--- config.mk ---
export PLATFORM = sky130hd
export DESIGN_NAME = dtcp_dual_timer
export DESIGN_NICKNAME = d
export VERILOG_FILES = /design/src/hdl/dtcp_pkg.sv /design/src/hdl/dtcp_channel.sv /design/src/hdl/dtcp_dual_timer.sv
export SDC_FILE = /design/constraint.sdc
export NUM_CORES = 1
export LEC_CHECK = 0
export BUFFER_PORTS_ARGS = -buffer_cell sky130_fd_sc_hd__clkbuf_2
export CAP_MARGIN = 20
export CORE_MARGIN = 2
export CORE_UTILIZATION = 41
export CTS_CLUSTER_DIAMETER = 50
export DETAILED_ROUTE_END_ITERATION = 8
export GPL_TIMING_DRIVEN = 0
export HOLD_SLACK_MARGIN = 0.1
export PLACE_DENSITY_LB_ADDON = 0.1
export SLEW_MARGIN = 0
export SYNTH_ARGS = -nofsm -noshare
export SYNTH_HDL_FRONTEND = slang
export SYNTH_SLANG_ARGS = --single-unit
--- constraint.sdc ---
create_clock -name clk_sys -period 3.1 [get_ports clk_sys]
set_input_delay 0 -clock clk_sys [delete_from_list [all_inputs] [get_ports clk_sys]]
set_output_delay 0 -clock clk_sys [all_outputs]
set_load 0.01 [all_outputs]
--- src/hdl/dtcp_pkg.sv ---
// Purpose: Shared constants and carrier types for the dual timer with capture and PWM.
// Assumes: One clock, synchronous active-high reset, 32-bit big-endian bus words.
// Notes: Bit positions are internal (bit 31 is the MSB); bus label k sits at bit 31-k.
package dtcp_pkg;
  localparam int unsigned CNT_W = 32;

  localparam logic [4:0] OFF_TIMER0_CONTROL_STATUS = 5'h00;
  localparam logic [4:0] OFF_TIMER0_LOAD_CAPTURE   = 5'h04;
  localparam logic [4:0] OFF_TIMER0_COUNT_VALUE    = 5'h08;
  localparam logic [4:0] OFF_TIMER1_CONTROL_STATUS = 5'h10;
  localparam logic [4:0] OFF_TIMER1_LOAD_CAPTURE   = 5'h14;
  localparam logic [4:0] OFF_TIMER1_COUNT_VALUE    = 5'h18;

  localparam int unsigned BIT_MODE    = 0;
  localparam int unsigned BIT_DIR     = 1;
  localparam int unsigned BIT_GEN_EN  = 2;
  localparam int unsigned BIT_RELOAD  = 4;
  localparam int unsigned BIT_LOAD    = 5;
  localparam int unsigned BIT_IRQ_EN  = 6;
  localparam int unsigned BIT_ENABLE  = 7;
  localparam int unsigned BIT_INTERRUPT_STATUS_FLAG    = 8;
  localparam int unsigned BIT_PWM     = 9;
  localparam int unsigned BIT_ENALL   = 10;

  localparam logic [31:0] CSR_WR_MASK = 32'h0000_02f7;
  localparam logic [31:0] CSR_RESET   = 32'h0000_0000;
  localparam logic [31:0] LD_RESET    = 32'h0000_0000;
  localparam logic [31:0] CNT_RESET   = 32'h0000_0000;

  localparam int unsigned PWM_EXTRA_CYCLES = 2;

  typedef struct packed {
    logic capture_mode;
    logic count_down;
    logic reload;
    logic load;
    logic gen_en;
    logic enable;
  } dtcp_ctrl_s;

  typedef struct packed {
    logic             evt;
    logic             cap_evt;
    logic             gen_pulse;
    logic [CNT_W-1:0] cap_value;
    logic [CNT_W-1:0] count;
  } dtcp_stat_s;
endpackage

--- src/hdl/dtcp_channel.sv ---
// Purpose: One timer channel: counter, reload or hold, capture synchroniser and events.
// Assumes: Control comes from the owning register file on the same clock.
// Notes: The capture pin is asynchronous and passes two flip-flops before use.
`timescale 1ns/1ns
module dtcp_channel #(
  parameter bit CAPT_ACTIVE_HIGH = 1'b1
) (
  input  wire logic                       clk_sys,
  input  wire logic                       reset,
  input  wire dtcp_pkg::dtcp_ctrl_s       ctrl,
  input  wire logic [dtcp_pkg::CNT_W-1:0] load_value,
  input  wire logic                       restart,
  input  wire logic                       capture_pin,
  output dtcp_pkg::dtcp_stat_s            stat
);
  localparam int unsigned W = dtcp_pkg::CNT_W;

  logic         cap_meta_reg;
  logic         cap_sync_reg;
  logic         cap_prev_reg;
  logic [W-1:0] count_reg;
  logic         reload_pend_reg;
  logic         held_reg;
  logic         evt_reg;
  logic         cap_evt_reg;
  logic         gen_pulse_reg;
  logic [W-1:0] cap_value_reg;
  logic         active_now;
  logic         active_prev;
  logic         run;
  logic         wrap;
  logic         cap_now;

  always_ff @(posedge clk_sys) begin
    if (reset) begin
      cap_meta_reg <= 1'b0;
      cap_sync_reg <= 1'b0;
      cap_prev_reg <= 1'b0;
    end else begin
      cap_meta_reg <= capture_pin;
      cap_sync_reg <= cap_meta_reg;
      cap_prev_reg <= cap_sync_reg;
    end
  end

  assign active_now  = CAPT_ACTIVE_HIGH ? cap_sync_reg : ~cap_sync_reg;
  assign active_prev = CAPT_ACTIVE_HIGH ? cap_prev_reg : ~cap_prev_reg;
  assign cap_now     = ctrl.enable && ctrl.capture_mode && active_now && !active_prev;
  assign run         = ctrl.enable && !ctrl.load && !held_reg && !reload_pend_reg;
  assign wrap        = run && (ctrl.count_down ? (count_reg == '0) : (count_reg == '1));

  always_ff @(posedge clk_sys) begin
    if (reset) begin
      count_reg <= dtcp_pkg::CNT_RESET[W-1:0];
    end else if (restart || ctrl.load || reload_pend_reg) begin
      count_reg <= load_value;
    end else if (run) begin
      count_reg <= ctrl.count_down ? count_reg - 1'b1 : count_reg + 1'b1;
    end
  end

  // The wrapped value stands one cycle before the reload, which gives the extra clock.
  always_ff @(posedge clk_sys) begin
    if (reset) begin
      reload_pend_reg <= 1'b0;
      held_reg        <= 1'b0;
    end else if (restart || ctrl.load) begin
      reload_pend_reg <= 1'b0;
      held_reg        <= 1'b0;
    end else begin
      reload_pend_reg <= wrap && !ctrl.capture_mode && ctrl.reload;
      if (wrap && !ctrl.capture_mode && !ctrl.reload) begin
        held_reg <= 1'b1;
      end
    end
  end

  always_ff @(posedge clk_sys) begin
    if (reset) begin
      evt_reg       <= 1'b0;
      cap_evt_reg   <= 1'b0;
      gen_pulse_reg <= 1'b0;
      cap_value_reg <= dtcp_pkg::CNT_RESET[W-1:0];
    end else begin
      evt_reg       <= (wrap && !ctrl.capture_mode) || cap_now;
      cap_evt_reg   <= cap_now;
      gen_pulse_reg <= wrap && !ctrl.capture_mode && ctrl.gen_en;
      if (cap_now) begin
        cap_value_reg <= count_reg;
      end
    end
  end

  assign stat = '{evt: evt_reg, cap_evt: cap_evt_reg, gen_pulse: gen_pulse_reg,
                  cap_value: cap_value_reg, count: count_reg};
endmodule

--- src/hdl/dtcp_dual_timer.sv ---
// Purpose: Two-channel timer with capture, paired PWM and one interrupt, as a bus slave.
// Assumes: Single clock clk_sys at 125 MHz; bus master holds select until the acknowledge.
// Notes: Bus vectors keep big-endian labels, so label 0 is the most significant bit.
`timescale 1ns/1ns
module dtcp_dual_timer #(
  parameter logic [31:0] BASE_ADDR             = 32'h0000_0000,
  parameter bit          CAPT0_ACTIVE_HIGH     = 1'b1,
  parameter bit          CAPT1_ACTIVE_HIGH     = 1'b1,
  parameter bit          GEN_OUT0_ACTIVE_LEVEL = 1'b1,
  parameter bit          GEN_OUT1_ACTIVE_LEVEL = 1'b1
) (
  input  wire logic        clk_sys,
  input  wire logic        reset,
  input  wire logic [0:31] OPB_ABus,
  input  wire logic [0:3]  OPB_BE,
  input  wire logic [0:31] OPB_DBus,
  input  wire logic        OPB_RNW,
  input  wire logic        OPB_select,
  output logic      [0:31] Sl_DBus,
  output logic             Sl_xferAck,
  output logic             Sl_errAck,
  output logic             Sl_retry,
  output logic             Sl_toutSup,
  input  wire logic        capture_in0,
  input  wire logic        capture_in1,
  output logic             generate_pulse_out0,
  output logic             generate_pulse_out1,
  output logic             pwm_output,
  output logic             interrupt_out
);
  localparam int unsigned W = dtcp_pkg::CNT_W;

  logic [31:0]          abus_w;
  logic [31:0]          wdata_w;
  logic [3:0]           be_w;
  logic [31:0]          wmask;
  logic [4:0]           off;
  logic                 hit;
  logic                 wr;
  logic                 rd;
  logic [1:0]           wr_csr;
  logic [1:0]           wr_ld;
  logic [1:0]           rd_ld;
  logic [1:0]           interrupt_status_flag_clr;
  logic [1:0]           cap_take;
  logic                 enall_set;
  logic                 enall_clr;
  logic                 pwm_on;
  logic                 restart1;
  logic [31:0]          csr_reg [2];
  logic [31:0]          ld_reg [2];
  logic [1:0]           interrupt_status_flag_reg;
  logic [1:0]           cap_full_reg;
  logic                 enall_reg;
  logic [31:0]          csr_rd [2];
  logic [31:0]          cnt_rd [2];
  logic [31:0]          rdata;
  logic [1:0]           capture_pins;
  logic [1:0]           restarts;
  dtcp_pkg::dtcp_ctrl_s ctrl [2];
  dtcp_pkg::dtcp_stat_s stat [2];

  // Bus lanes are reordered so that internal bit 31 and be_w[3] are the most significant.
  assign abus_w  = OPB_ABus;
  assign wdata_w = OPB_DBus;
  assign be_w    = OPB_BE;
  assign wmask   = {{8{be_w[3]}}, {8{be_w[2]}}, {8{be_w[1]}}, {8{be_w[0]}}};
  assign off     = {abus_w[4:2], 2'b00};
  assign hit     = OPB_select && !Sl_xferAck && (abus_w[31:5] == BASE_ADDR[31:5]);
  assign wr      = hit && !OPB_RNW;
  assign rd      = hit && OPB_RNW;

  assign wr_csr[0] = wr && (off == dtcp_pkg::OFF_TIMER0_CONTROL_STATUS);
  assign wr_csr[1] = wr && (off == dtcp_pkg::OFF_TIMER1_CONTROL_STATUS);
  assign wr_ld[0]  = wr && (off == dtcp_pkg::OFF_TIMER0_LOAD_CAPTURE);
  assign wr_ld[1]  = wr && (off == dtcp_pkg::OFF_TIMER1_LOAD_CAPTURE);
  assign rd_ld[0]  = rd && (off == dtcp_pkg::OFF_TIMER0_LOAD_CAPTURE);
  assign rd_ld[1]  = rd && (off == dtcp_pkg::OFF_TIMER1_LOAD_CAPTURE);

  assign enall_set = (|wr_csr) && be_w[dtcp_pkg::BIT_ENALL/8] && wdata_w[dtcp_pkg::BIT_ENALL];
  assign enall_clr = (|wr_csr) && be_w[dtcp_pkg::BIT_ENALL/8] && !wdata_w[dtcp_pkg::BIT_ENALL];

  assign capture_pins = {capture_in1, capture_in0};
  assign restarts     = {restart1, 1'b0};

  genvar g;
  generate
    for (g = 0; g < 2; g++) begin : gen_ch
      assign interrupt_status_flag_clr[g] = wr_csr[g] && be_w[dtcp_pkg::BIT_INTERRUPT_STATUS_FLAG/8]
                           && wdata_w[dtcp_pkg::BIT_INTERRUPT_STATUS_FLAG];
      assign ctrl[g] = '{capture_mode: csr_reg[g][dtcp_pkg::BIT_MODE],
                         count_down:   csr_reg[g][dtcp_pkg::BIT_DIR],
                         reload:       csr_reg[g][dtcp_pkg::BIT_RELOAD],
                         load:         csr_reg[g][dtcp_pkg::BIT_LOAD],
                         gen_en:       csr_reg[g][dtcp_pkg::BIT_GEN_EN],
                         enable:       csr_reg[g][dtcp_pkg::BIT_ENABLE]};
      // A capture in the cycle of a load-register read is kept: the set wins.
      assign cap_take[g] = stat[g].cap_evt
                           && (ctrl[g].reload || !cap_full_reg[g] || rd_ld[g]);
      assign csr_rd[g] = (csr_reg[g] & dtcp_pkg::CSR_WR_MASK)
                         | ({31'h0000_0000, interrupt_status_flag_reg[g]} << dtcp_pkg::BIT_INTERRUPT_STATUS_FLAG)
                         | ({31'h0000_0000, enall_reg} << dtcp_pkg::BIT_ENALL);
      assign cnt_rd[g] = 32'(stat[g].count);

      dtcp_channel #(
        .CAPT_ACTIVE_HIGH ((g == 0) ? CAPT0_ACTIVE_HIGH : CAPT1_ACTIVE_HIGH)
      ) u_channel (
        .clk_sys     (clk_sys),
        .reset       (reset),
        .ctrl        (ctrl[g]),
        .load_value  (ld_reg[g][W-1:0]),
        .restart     (restarts[g]),
        .capture_pin (capture_pins[g]),
        .stat        (stat[g])
      );
    end
  endgenerate

  // Control and status: writable fields by byte lane, the global enable sets both channels.
  always_ff @(posedge clk_sys) begin
    if (reset) begin
      csr_reg[0] <= dtcp_pkg::CSR_RESET;
      csr_reg[1] <= dtcp_pkg::CSR_RESET;
    end else begin
      for (int ch = 0; ch < 2; ch++) begin
        if (wr_csr[ch]) begin
          csr_reg[ch] <= (csr_reg[ch] & ~(wmask & dtcp_pkg::CSR_WR_MASK))
                         | (wdata_w & wmask & dtcp_pkg::CSR_WR_MASK);
        end
        if (enall_set) begin
          csr_reg[ch][dtcp_pkg::BIT_ENABLE] <= 1'b1;
        end
      end
    end
  end

  always_ff @(posedge clk_sys) begin
    if (reset) begin
      enall_reg <= 1'b0;
    end else if (enall_set) begin
      enall_reg <= 1'b1;
    end else if (enall_clr) begin
      enall_reg <= 1'b0;
    end
  end

  // The flag records every event whatever the interrupt enable; set wins over clear.
  always_ff @(posedge clk_sys) begin
    if (reset) begin
      interrupt_status_flag_reg <= 2'h0;
    end else begin
      for (int ch = 0; ch < 2; ch++) begin
        interrupt_status_flag_reg[ch] <= (interrupt_status_flag_reg[ch] && !interrupt_status_flag_clr[ch]) || stat[ch].evt;
      end
    end
  end

  // Load registers take software writes and captured counts; a capture wins over a write.
  always_ff @(posedge clk_sys) begin
    if (reset) begin
      ld_reg[0] <= dtcp_pkg::LD_RESET;
      ld_reg[1] <= dtcp_pkg::LD_RESET;
    end else begin
      for (int ch = 0; ch < 2; ch++) begin
        if (cap_take[ch]) begin
          ld_reg[ch] <= 32'(stat[ch].cap_value);
        end else if (wr_ld[ch]) begin
          ld_reg[ch] <= (ld_reg[ch] & ~wmask) | (wdata_w & wmask);
        end
      end
    end
  end

  always_ff @(posedge clk_sys) begin
    if (reset) begin
      cap_full_reg <= 2'h0;
    end else begin
      for (int ch = 0; ch < 2; ch++) begin
        if (cap_take[ch]) begin
          cap_full_reg[ch] <= 1'b1;
        end else if (rd_ld[ch]) begin
          cap_full_reg[ch] <= 1'b0;
        end
      end
    end
  end

  // Count registers appear only in the read path, so writes to them fall away.
  always_comb begin
    rdata = 32'h0000_0000;
    case (off)
      dtcp_pkg::OFF_TIMER0_CONTROL_STATUS: rdata = csr_rd[0];
      dtcp_pkg::OFF_TIMER0_LOAD_CAPTURE:   rdata = ld_reg[0];
      dtcp_pkg::OFF_TIMER0_COUNT_VALUE:    rdata = cnt_rd[0];
      dtcp_pkg::OFF_TIMER1_CONTROL_STATUS: rdata = csr_rd[1];
      dtcp_pkg::OFF_TIMER1_LOAD_CAPTURE:   rdata = ld_reg[1];
      dtcp_pkg::OFF_TIMER1_COUNT_VALUE:    rdata = cnt_rd[1];
      default:                             rdata = 32'h0000_0000;
    endcase
  end

  // Acknowledge one cycle after select; the data bus is zero whenever not acknowledging.
  always_ff @(posedge clk_sys) begin
    if (reset) begin
      Sl_xferAck <= 1'b0;
      Sl_DBus    <= 32'h0000_0000;
      Sl_errAck  <= 1'b0;
      Sl_retry   <= 1'b0;
      Sl_toutSup <= 1'b0;
    end else begin
      Sl_xferAck <= hit;
      Sl_DBus    <= rd ? rdata : 32'h0000_0000;
      Sl_errAck  <= 1'b0;
      Sl_retry   <= 1'b0;
      Sl_toutSup <= 1'b0;
    end
  end

  // Channel 0 pulse starts the high phase and restarts channel 1, whose pulse ends it.
  assign pwm_on = csr_reg[0][dtcp_pkg::BIT_PWM] && csr_reg[1][dtcp_pkg::BIT_PWM]
                  && !csr_reg[0][dtcp_pkg::BIT_MODE] && !csr_reg[1][dtcp_pkg::BIT_MODE];
  assign restart1 = pwm_on && stat[0].gen_pulse;

  always_ff @(posedge clk_sys) begin
    if (reset) begin
      pwm_output <= 1'b0;
    end else if (!pwm_on) begin
      pwm_output <= 1'b0;
    end else if (stat[0].gen_pulse) begin
      pwm_output <= 1'b1;
    end else if (stat[1].gen_pulse) begin
      pwm_output <= 1'b0;
    end
  end

  // Generate outputs take the build-time level; PWM uses the raw pulses regardless.
  always_ff @(posedge clk_sys) begin
    if (reset) begin
      generate_pulse_out0 <= !GEN_OUT0_ACTIVE_LEVEL;
      generate_pulse_out1 <= !GEN_OUT1_ACTIVE_LEVEL;
    end else begin
      generate_pulse_out0 <= GEN_OUT0_ACTIVE_LEVEL ? stat[0].gen_pulse : !stat[0].gen_pulse;
      generate_pulse_out1 <= GEN_OUT1_ACTIVE_LEVEL ? stat[1].gen_pulse : !stat[1].gen_pulse;
    end
  end

  always_ff @(posedge clk_sys) begin
    if (reset) begin
      interrupt_out <= 1'b0;
    end else begin
      interrupt_out <= (interrupt_status_flag_reg[0] && csr_reg[0][dtcp_pkg::BIT_IRQ_EN])
                       || (interrupt_status_flag_reg[1] && csr_reg[1][dtcp_pkg::BIT_IRQ_EN]);
    end
  end

  // Helper state that measures PWM high phases with no bus write in between.
  logic [32:0] pwm_high_len;
  logic        pwm_quiet;

  always_ff @(posedge clk_sys) begin
    if (reset) begin
      pwm_high_len <= 33'h0_0000_0000;
      pwm_quiet    <= 1'b0;
    end else begin
      pwm_high_len <= pwm_output ? pwm_high_len + 33'h0_0000_0001 : 33'h0_0000_0000;
      pwm_quiet    <= pwm_output ? (pwm_quiet && !wr) : !wr;
    end
  end
endmodule

# Word level (Yosys, flattened, before mapping)
# Memories as Yosys holds them, arrays and structs flattened.
# Cells that the tools add are included.
[word_totals] regBits=186 ramBits=128 in_bits=74 out_inout_bits=40 word_cells=213 n_memories=2
[op_classes] add_sub_neg=4 n_eq_ne=7 muxes=50 bitwise=25 n_reduce_logical=95
[mem_list] memory="csr_reg" depth=2 word_bits=32 rd=2 rd_clocked_by_memory_dff=0 wr=2 line="dtcp_dual_timer.sv:50" text="logic [31:0] csr_reg [2];"
[mem_list] memory="ld_reg" depth=2 word_bits=32 rd=2 rd_clocked_by_memory_dff=0 wr=2 line="dtcp_dual_timer.sv:51" text="logic [31:0] ld_reg [2];"
[ops] operator="$mux 32" n=12
[ops] operator="$pmux 32 s6" n=1
[ops] operator="$and 32x32->32" n=5
[ops] operator="$add 32x1->32 const B" n=2
[ops] operator="$eq 32x32->1 const B" n=2
[ops] operator="$logic_not 32->1" n=2
[ops] operator="$or 32x10->32" n=2
[ops] operator="$or 32x32->32" n=2
[ops] operator="$sub 32x1->32 const B" n=2
[ops] operator="$logic_and 1x1->1" n=49
[ops] operator="$mux 1" n=37
[ops] operator="$not 10->32" n=1
[ops] operator="$not 32->32" n=1
[ops] operator="$logic_not 27->1" n=1
[ops] operator="$or 10x11->11" n=2
[ops] operator="$or 10x9->10" n=2
[ops] operator="$logic_not 1->1" n=19
[ops] operator="$logic_or 1x1->1" n=12
[ops] operator="$reduce_bool 2->1" n=6
[ops] operator="$reduce_or 2->1" n=5
[ops] operator="$eq 3x3->1 const B" n=3
[ops] operator="$or 1x1->1" n=8
[ops] operator="$logic_not 5->1" n=1
[ops] operator="$eq 3x1->1 const B" n=1
[ops] operator="other kinds (2)" n=3

# Longest topological paths before layout
# Gate-level depths: netlist of run 1.
[depth] ltp_word=12 depth_mapped=12 depth_no_buf=11

# Cells and area by module
# From an unflattened synthesis of run 1, not the netlist that was laid out.
[hier_totals] cells_unflattened=1776 hier_area_um2=15307.2
[modules_own_cells] module="dtcp_dual_timer" instances=1 cells_per_inst=577 area_per_inst_um2=6179.7 seq_area_each_um2=3233.1
[modules_own_cells] module="dtcp_channel (gen_ch[0].u_channel)" instances=1 cells_per_inst=609 area_per_inst_um2=4579.4 seq_area_each_um2=1441.4
[modules_own_cells] module="dtcp_channel (gen_ch[1].u_channel)" instances=1 cells_per_inst=590 area_per_inst_um2=4548.1 seq_area_each_um2=1441.4

# Worst setup path after synthesis of run 1
# OpenSTA, ideal clock, no wires.
[synth_timing] kind="reg2reg" startpoint="memory csr_reg[1][1]" endpoint="register gen_ch[1].u_channel.count_reg[30]" setup_time_ns=0.134 arrival_time_ns=3.319 required_time_ns=2.966 setup_slack_ns=-0.353 path_stages_with_launch=12 n_path_buf=0 synth_period_minus_slack_ns=3.453 cell_sequence="edfxtp_1 > inv_1 > fa_1 > nand2b_1 > a21oi_2 > o211ai_2 > a211o_1 > and4b_4 > o31ai_2 > a21o_2 > mux2i_1 > o22ai_1"
[synth_rtl] item="start: declaration" line="dtcp_dual_timer.sv:50"
[synth_rtl] item="end signal: assignment" line="dtcp_channel.sv:54" text="count_reg <= dtcp_pkg::CNT_RESET[W-1:0];"
[synth_rtl] item="end signal: assignment" line="dtcp_channel.sv:56" text="count_reg <= load_value;"
[synth_rtl] item="end signal: assignment" line="dtcp_channel.sv:58" text="count_reg <= ctrl.count_down ? count_reg - 1'b1 : count_reg + 1'b1;"
[synth_rtl] item="end: declaration" line="dtcp_channel.sv:21" text="logic [W-1:0] count_reg;"

==> results of run 1 <==
metrics by stage:
step / worst slack (ns) / power [mW] / cell area (um2) / util, % / std cells
global placement: -1.15 / 4.81 / 16000 / 45.0 / 2357
detailed placement: -0.634 / 4.83 / 16100 / 45.2 / 2363
global route: -0.0303 / 9.28 / 18100 / 50.8 / 2479
floorplan: -0.0621 / 4.45 / 14900 / - / 1790
CTS: 0.00284 / 8.97 / 17900 / 50.1 / 2479
finish: 0.0675 / 9.03 / 18100 / 50.8 / 2479
cell type report:
| class | count | area [um2] | area share [%] |
|---|---|---|---|
| sequential | 266 | 6120 | 33.7 |
| clock inverter | 19 | 180 | 0.994 |
| clock buffer | 49 | 1000 | 5.53 |
| multi-input combinational | 1384 | 8550 | 47.2 |
| timing repair buffer | 166 | 1170 | 6.45 |
| inverter | 24 | 90.1 | 0.497 |
| buffer | 110 | 444 | 2.45 |
| tap | 461 | 577 | 3.18 |
kinds of logic after synthesis:
group | after synthesis | share of synthesized area [%]
simple gates | 709 | 22.2
mux | 9 | 0.614
buf+inv | 140 | 3.69
flops | 266 | 41.1
xor+xnor | 37 | 2.18
fa+ha+maj | 62 | 5.31
other cells | 1 | 0.0252
compound gates | 564 | 24.9
per-layer routing:
layer	global-route usage [%]	part of all wire, %	vias up
met1	40.3	43	7353
met5	0	0.022	-
li1	-	-	7006
met3	6.37	8.9	145
met2	47.7	44	750
met4	12.2	4.2	2
worst max-delay path, cell delays in order:
cell	delay [ns]
clkbuf_2	0.37
clkbuf_1	0.55
clkbuf_2	0.51
buf_1	0.76
nand3b_1	0.62
buf_8	0.25
buf_6	0.18
power breakdown:
| part | internal (mW) | total (mW) | switching (mW) |
|---|---|---|---|
| sequential | 3.67 | 3.85 | 0.182 |
| clock | 2.42 | 4.14 | 1.73 |
| combinational | 0.409 | 1.03 | 0.622 |
cell usage in the layout, fill, tap and decap left out, types with 11 or more instances in the layout:
master and count:
xnor2_1 29, nand2b_1 56, buf_4 11, dlygate4sd3_1 46, nor2_1 158, a31oi_1 16, ha_1 49, inv_1 22
o22ai_1 40, a311oi_1 51, nand2_1 297, a211oi_1 31, edfxtp_1 79, clkbuf_2 110, clkbuf_1 96, o211ai_1 11
clkbuf_16 38, nor3_1 25, nand3_1 18, nor2b_1 19, nor4_1 26, and3_1 19, a22oi_1 78, nand4_1 27
dfxtp_1 186, o21ai_0 44, a21o_1 39, a21oi_1 179
worst paths after layout:
path                                          start                                 to  slack [ns]  depth (start not counted)
setup reg to reg                      csr_reg[1][1]  gen_ch[1].u_channel.count_reg[30]        0.12                         12
hold / removal                         OPB_ABus[26]                          enall_reg        0.19                          8
setup / recovery                              reset                      ld_reg[0][30]        0.07                          7
hold reg to reg   gen_ch[1].u_channel.gen_pulse_reg                generate_pulse_out1        0.43                          2
repair_timing:
item	CTS	global route
hold buffers	46	0
resized for setup	12	58
pin swaps	1	10
setup endpoints to repair	70	103
endpoints found under the hold margin	84	0
setup buffers	5	3
==> flow_metrics.tcl, run 1 <==
set metrics [dict create \
    syn_inst 1788 \
    die_w_um 195 \
    h-tree-depth 2 \
    post-route-min-period_ns 3.03 \
    min_period_over_period_pct 97.8 \
    required_ns 3.33 \
    ys_ff_latch 266 \
    grt_max_degree 24 \
    clkLatencyLatePin_ns 0.53 \
    placement.io_buffers 106 \
    core.rowCount 69 \
    holdWs_ns 0.186 \
    crit_fanout 12 \
    clock-sinks 266 \
    worst_pin_slew_ns 1.07 \
    critical_path_arrival_ns 3.27 \
    synth.avg_cell_area_um2 8.32 \
    peakVddDrop_mv 0.315 \
    clk_pin_slew_worst_paths_ns 0.06 \
    p_per_area_mw_per_mm2 498 \
    layout-drive-gt1-share_pct 12.9 \
    viasPerCell 6.15 \
    yosysWarnings 0 \
    power.leakage_nw 6.64 \
    cts_tree "built" \
    drtAntennaViolNets 0 \
    ys_seq_area_share_pct 41.1 \
    place_congestion 0.934 \
    synth_top_area_share_pct 25.2 \
    post_drt_wl_per_cell_um 23.8 \
    dr.pass1.iters 5 \
    cts-root-buf "clkbuf_16" \
    syn_area_mm2 0.0149 \
    synth_cell_type_count 74 \
    hpwlAfterDp_mm 44.7 \
    nets 2126 \
    core_area_mm2 0.0357 \
    endpoint_kind "flop" \
    fill_cells 3469 \
    num_vias 15300 \
    synthTopCellsByArea "dfxtp_1 (25%), edfxtp_1 (16%), nand2_1 (7.5%)" \
    routed_wl_mm 58.9 \
    finalSetupViolations 0 \
    grt_pass1_vias 14500 \
    outcome "finished clean" \
    synth-edff-count 79 \
    grt_first_pass_wirelength_mm 87.6 \
    initial_utilization_pct 41.7 \
    num_antenna_cells 0 \
    clk_path_buf_depth 3 \
    antenna_found_initial 1 \
    synthArstFlopShare_pct 0 \
    drt_iter0_drc 1671 \
    die_area_mm2 0.0378 \
    fmaxAchievable_ghz 0.330 \
    synth_top_cell_by_area "dfxtp_1" \
    synth_most_common_cell "nand2_1" \
    final_max_slew_viol_count 0 \
    fin_setup_tns_ns 0 \
    skew_ns 0.0268 \
    area_growth_pct 21.8 \
    grtUsageTotal_pct 30.2 \
    cts_inserted_buffers 38 \
    hold_path.class "primary input to flop" \
    io_pins 114 \
    overflow 0 \
    synth_common_cells "nand2_1 (297), dfxtp_1 (187), a21oi_1 (185)" \
    finalHoldViolCount 0 \
    route.detailed.drc 0 \
    worstSetupPathType "primary input to flop" \
    die_h_um 195 \
    relSlewSlack_pct 28.5 \
    max-cap-violations 0 \
    start_kind "primary input" \
    synth-main-ff-cell "dfxtp_1" \
]
(Power assumes the default switching activity.)
==> run 2, diff against run 1 <==
CTS_BUF_LIST = sky130_fd_sc_hd__clkbuf_2 sky130_fd_sc_hd__clkbuf_4 sky130_fd_sc_hd__clkbuf_8   (was default)
==> flow_metrics.tcl, run 2 (synthesis gave the netlist of run 1 again) <==
set metrics [dict create \
    outcome "finished clean" \
    grt_pass1_vias 14600 \
    hpwlAfterDp_mm 44.7 \
    final_max_slew_viol_count 0 \
    skew_ns 0.0295 \
    design_area_mm2 0.0181 \
    p_per_area_mw_per_mm2 479 \
    initial_utilization_pct 41.7 \
    clkLatencyLatePin_ns 0.61 \
    die_h_um 195 \
    worstReg2RegStart "csr_reg[1][1]" \
    area_growth_pct 21.5 \
    num_vias 15400 \
    core_area_mm2 0.0357 \
    worst_pin_slew_ns 1.17 \
    holdWs_ns 0.120 \
    post_dp_cell_area_mm2 0.0161 \
    relSlewSlack_pct 21.9 \
    fill_cells 3475 \
    overflow 0 \
    finalSetupViolations 0 \
    clock-sinks 266 \
    min_to "enall_reg" \
    worstSetupPathType "flop to flop" \
    h-tree-depth 2 \
    cts_tree "built" \
    nets 2140 \
    min_path_cells 8 \
    route.detailed.drc 0 \
    endpoint_kind "flop" \
    start_kind "flop" \
    max-cap-violations 0 \
    timing.rr.end "gen_ch[1].u_channel.count_reg[30]" \
    grt_first_pass_wirelength_mm 87.9 \
    layout_setup_ws_ns 0.112 \
    grt_max_degree 24 \
    placement.io_buffers 106 \
    drt_iter0_drc 1565 \
    routed_wl_mm 59.2 \
    power.leakage_nw 6.64 \
    fin_util_pct 50.7 \
    final_common_cell "nand2_1" \
    hold_path.class "primary input to flop" \
    power.total_mw 8.66 \
    dp_cells 2363 \
    place_congestion 0.934 \
    fmaxAchievable_ghz 0.335 \
    clk_pin_slew_worst_paths_ns 0.07 \
    cts-root-buf "clkbuf_8" \
    critical_path_arrival_ns 3.43 \
    die_w_um 195 \
    reg2reg_depth 12 \
    dr.pass1.iters 6 \
    post_drt_wl_per_cell_um 23.6 \
    viasPerCell 6.13 \
    min_period_over_period_pct 96.4 \
    io_pins 114 \
    post-route-min-period_ns 2.99 \
    cts_inserted_buffers 50 \
    layout-drive-gt1-share_pct 14.7 \
    instances_no_fill 2506 \
    holdCritStartpoint "OPB_ABus[26]" \
    antenna_found_initial 1 \
    preCtsSetupSlack_ns -0.634 \
    fin_setup_tns_ns 0 \
    required_ns 3.54 \
    peakVddDrop_mv 0.321 \
    crit_fanout 9 \
    clk_path_buf_depth 3 \
    ff2ff_setup_slack_ns 0.11 \
    die_area_mm2 0.0378 \
    drtAntennaViolNets 0 \
    rsz0062_at_grt "true" \
    final_cell_mix "nand2_1 (297), dfxtp_1 (187), a21oi_1 (176)" \
    grtUsageTotal_pct 30.4 \
    finalHoldViolCount 0 \
    core.rowCount 69 \
]
## run 2: cell types whose count changed in the layout (fill, tap and decap cells not counted), sizes merged
cell | previous run | this run
clkinvlp | 2 | 7
dlygate4sd3 | 46 | 47
inv | 32 | 25
bufinv | 1 | 3
clkbuf | 246 | 270
diode | 0 | 1
buf | 33 | 34
## run 2: timing repair
action	CTS	global route
gates cloned	0	0
resized for setup	11	62
pin swaps	1	11
hold endpoints to repair	92	0
setup endpoints to repair	69	99
hold buffers	47	0
setup buffers	6	3
## run 2: worst max path at each step
| stage | startpoint | to | slack, ns | cells past startpoint |
|---|---|---|---|---|
| floorplan | csr_reg[0][1] | gen_ch[0].u_channel.count_reg[27] | -0.06 | 10 |
| global placement | csr_reg[0][1] | gen_ch[0].u_channel.count_reg[24] | -1.15 | 11 |
| detailed placement | reset | ld_reg[0][24] | -0.63 | 7 |
| CTS | csr_reg[0][1] | gen_ch[0].u_channel.count_reg[24] | -0.004 | 11 |
| global route | csr_reg[1][1] | gen_ch[1].u_channel.count_reg[31] | -0.06 | 11 |
| finish | csr_reg[1][1] | gen_ch[1].u_channel.count_reg[30] | 0.11 | 12 |
## run 2: where the power goes
group,internal (mW),switching [mW],leakage [nW]
registers,3.67,0.181,2.34
clock network,2.14,1.63,0.563
logic,0.410,0.626,3.75
## run 2: layout make-up
| class | count | area, um2 | share of cell area, % |
|---|---|---|---|
| diodes | 1 | 2.50 | 0.0138 |
| plain buffers | 110 | 444 | 2.46 |
| clock buffers | 73 | 905 | 5.00 |
| clock inverters | 19 | 191 | 1.06 |
| inverters | 24 | 90.1 | 0.498 |
| multi-input cells | 1384 | 8560 | 47.3 |
| flip-flops and latches | 266 | 6120 | 33.8 |
| well taps | 461 | 577 | 3.19 |
| repair buffers | 168 | 1200 | 6.63 |
## run 2: per-layer routing
layer	vias up	GRT usage, %	part of all wire (%)
met5	-	0	0
met4	0	12.4	4.1
met3	147	6.61	9.1
met2	806	47.8	44
met1	7366	40.5	42
li1	7044	-	-
## run 2: worst max-delay path, cell delays in order, from the launching register on
cell and delay, ns:
edfxtp_1 0.44, buf_12 0.19, buf_12 0.12, ha_2 0.36
o211ai_2 0.12, a21oi_4 0.15, o211ai_2 0.15, a211o_1 0.39
and4b_4 0.24, o31ai_4 0.21, a21o_2 0.17, mux2i_1 0.19
o22ai_1 0.09
==> run 3, diff against run 2 <==
REMOVE_ABC_BUFFERS = 1   (was default)
==> flow_metrics.tcl, run 3 (synthesis gave the netlist of run 1 again) <==
set metrics [dict create \
    outcome "finished clean" \
    reg2reg_depth 12 \
    core.rowCount 69 \
    clk_pin_slew_worst_paths_ns 0.06 \
    power.total_mw 8.52 \
    required_ns 3.61 \
    ff2ff_setup_slack_ns 0.14 \
    clk_path_buf_depth 3 \
    route.detailed.drc 0 \
    peakVddDrop_mv 0.369 \
    fmaxAchievable_ghz 0.338 \
    area_growth_pct 23.0 \
    num_vias 14600 \
    grt_max_degree 89 \
    h-tree-depth 2 \
    placement.io_buffers 108 \
    endpoint_kind "flop" \
    grtUsageTotal_pct 27.3 \
    routed_wl_mm 54.0 \
    final_max_slew_viol_count 0 \
    worstReg2RegStart "csr_reg[0][1]" \
    p_per_area_mw_per_mm2 465 \
    preCtsSetupSlack_ns -0.503 \
    viasPerCell 6.04 \
    dr.pass1.iters 5 \
    die_w_um 195 \
    layout-drive-gt1-share_pct 16.5 \
    cts_tree "built" \
    startpoint "csr_reg[0][1]" \
    cts-root-buf "clkbuf_8" \
    endpoint "gen_ch[0].u_channel.count_reg[31]" \
    skew_ns 0.0236 \
    start_kind "flop" \
    post_dp_cell_area_mm2 0.0160 \
    final_common_cell "nand2_1" \
    final_cell_mix "nand2_1 (297), dfxtp_1 (185), a21oi_1 (180)" \
    max-cap-violations 0 \
    cts_inserted_buffers 49 \
    power.leakage_nw 6.70 \
    layout_setup_ws_ns 0.138 \
    place_congestion 0.881 \
    post-route-min-period_ns 2.96 \
    io_pins 114 \
    clkLatencyLatePin_ns 0.59 \
    overflow 0 \
    worst_pin_slew_ns 1.06 \
    drtAntennaViolNets 0 \
    rsz0062_at_grt "true" \
    die_area_mm2 0.0378 \
    drt_iter0_drc 1229 \
    grt_pass1_vias 13700 \
    core_area_mm2 0.0357 \
    clock-sinks 266 \
    die_h_um 195 \
    nets 2060 \
    crit_fanout 11 \
    antenna_found_initial 0 \
    worstSetupPathType "flop to flop" \
    relSlewSlack_pct 28.9 \
    hpwlAfterDp_mm 36.3 \
    post_drt_wl_per_cell_um 22.3 \
    min_period_over_period_pct 95.5 \
    initial_utilization_pct 41.7 \
    timing.rr.end "gen_ch[0].u_channel.count_reg[31]" \
    grt_first_pass_wirelength_mm 80.5 \
    num_antenna_cells 0 \
    hold_path.class "primary input to flop" \
    finalSetupViolations 0 \
    design_area_mm2 0.0183 \
    critical_path_arrival_ns 3.47 \
    fin_setup_tns_ns 0 \
    finalHoldViolCount 0 \
]
run 3: cell count changes in the layout (fill, tap and decap cells not counted), sizes merged, moves of 2 or more:
cell         previous run  this run
dlygate4sd3            47        50
clkinvlp                7         2
clkbuf                270       182
clkinv                  8        11
buf                    34        37
nand3                  18        20
run 3: what timing repair did:
item / 4_1_cts / 5_1_grt
setup buffers: 7 / 9
hold buffers: 50 / 0
setup endpoints to repair: 118 / 141
gates cloned: 1 / 2
gates resized for setup: 21 / 71
hold endpoints to repair: 159 / 0
pin swaps: 5 / 11
run 3: worst max-delay path: stages, from the launching register on:
cell	delay, ns
edfxtp_1	0.46
buf_12	0.19
ha_1	0.39
and3_1	0.24
a22oi_2	0.22
nor2b_4	0.23
a21oi_4	0.09
nor3b_2	0.25
buf_4	0.16
nor4b_1	0.04
nand3b_1	0.22
xnor2_1	0.15
a211oi_1	0.22
run 3: cell type report:
class	instances	area, um2
well taps	461	577
clock buffers	74	912
fillers	3425	17400
inverters	24	90.1
repair buffers	196	1630
flip-flops and latches	266	6120
clock inverters	15	136
multi-input cells	1387	8840
run 3: power by group:
group / internal [mW] / switching, mW / total (mW)
sequential: 3.67 / 0.170 / 3.84
combinational: 0.438 / 0.595 / 1.03
clock: 2.05 / 1.59 / 3.65
total: 6.16 / 2.36 / 8.52
run 3: worst min-delay path by stage:
stage            startpoint                               end  cells after the start
2_1_floorplan         reset                   cap_full_reg[1]                      1
5_1_grt         OPB_ABus[6]                         enall_reg                      7
4_1_cts        OPB_ABus[12]                   cap_full_reg[1]                      7
3_5_place_dp    capture_in1  gen_ch[1].u_channel.cap_meta_reg                      2
3_3_place_gp    capture_in0  gen_ch[0].u_channel.cap_meta_reg                      2
6_report       OPB_ABus[18]                         enall_reg                      7
run 3: metrics by stage:
| stage | util, % | instances | hold slack, ns |
|---|---|---|---|
| after floorplan | - | 1674 | 0.0691 |
| after global placement | 43.6 | 2243 | 0.223 |
| after detailed placement | 45.0 | 2263 | 0.225 |
| after CTS | 49.8 | 2410 | 0.133 |
| after global routing | 51.3 | 2423 | 0.178 |
| final | 51.3 | 2423 | 0.138 |
run 3: metal layers:
| metal | part of all wire (%) | vias up | GRT usage, % |
|---|---|---|---|
| li1 | - | 6881 | - |
| met1 | 43 | 7053 | 35.8 |
| met2 | 47 | 576 | 45.4 |
| met3 | 7.2 | 122 | 4.55 |
| met4 | 3.2 | 0 | 9.46 |
| met5 | 0 | - | 0 |
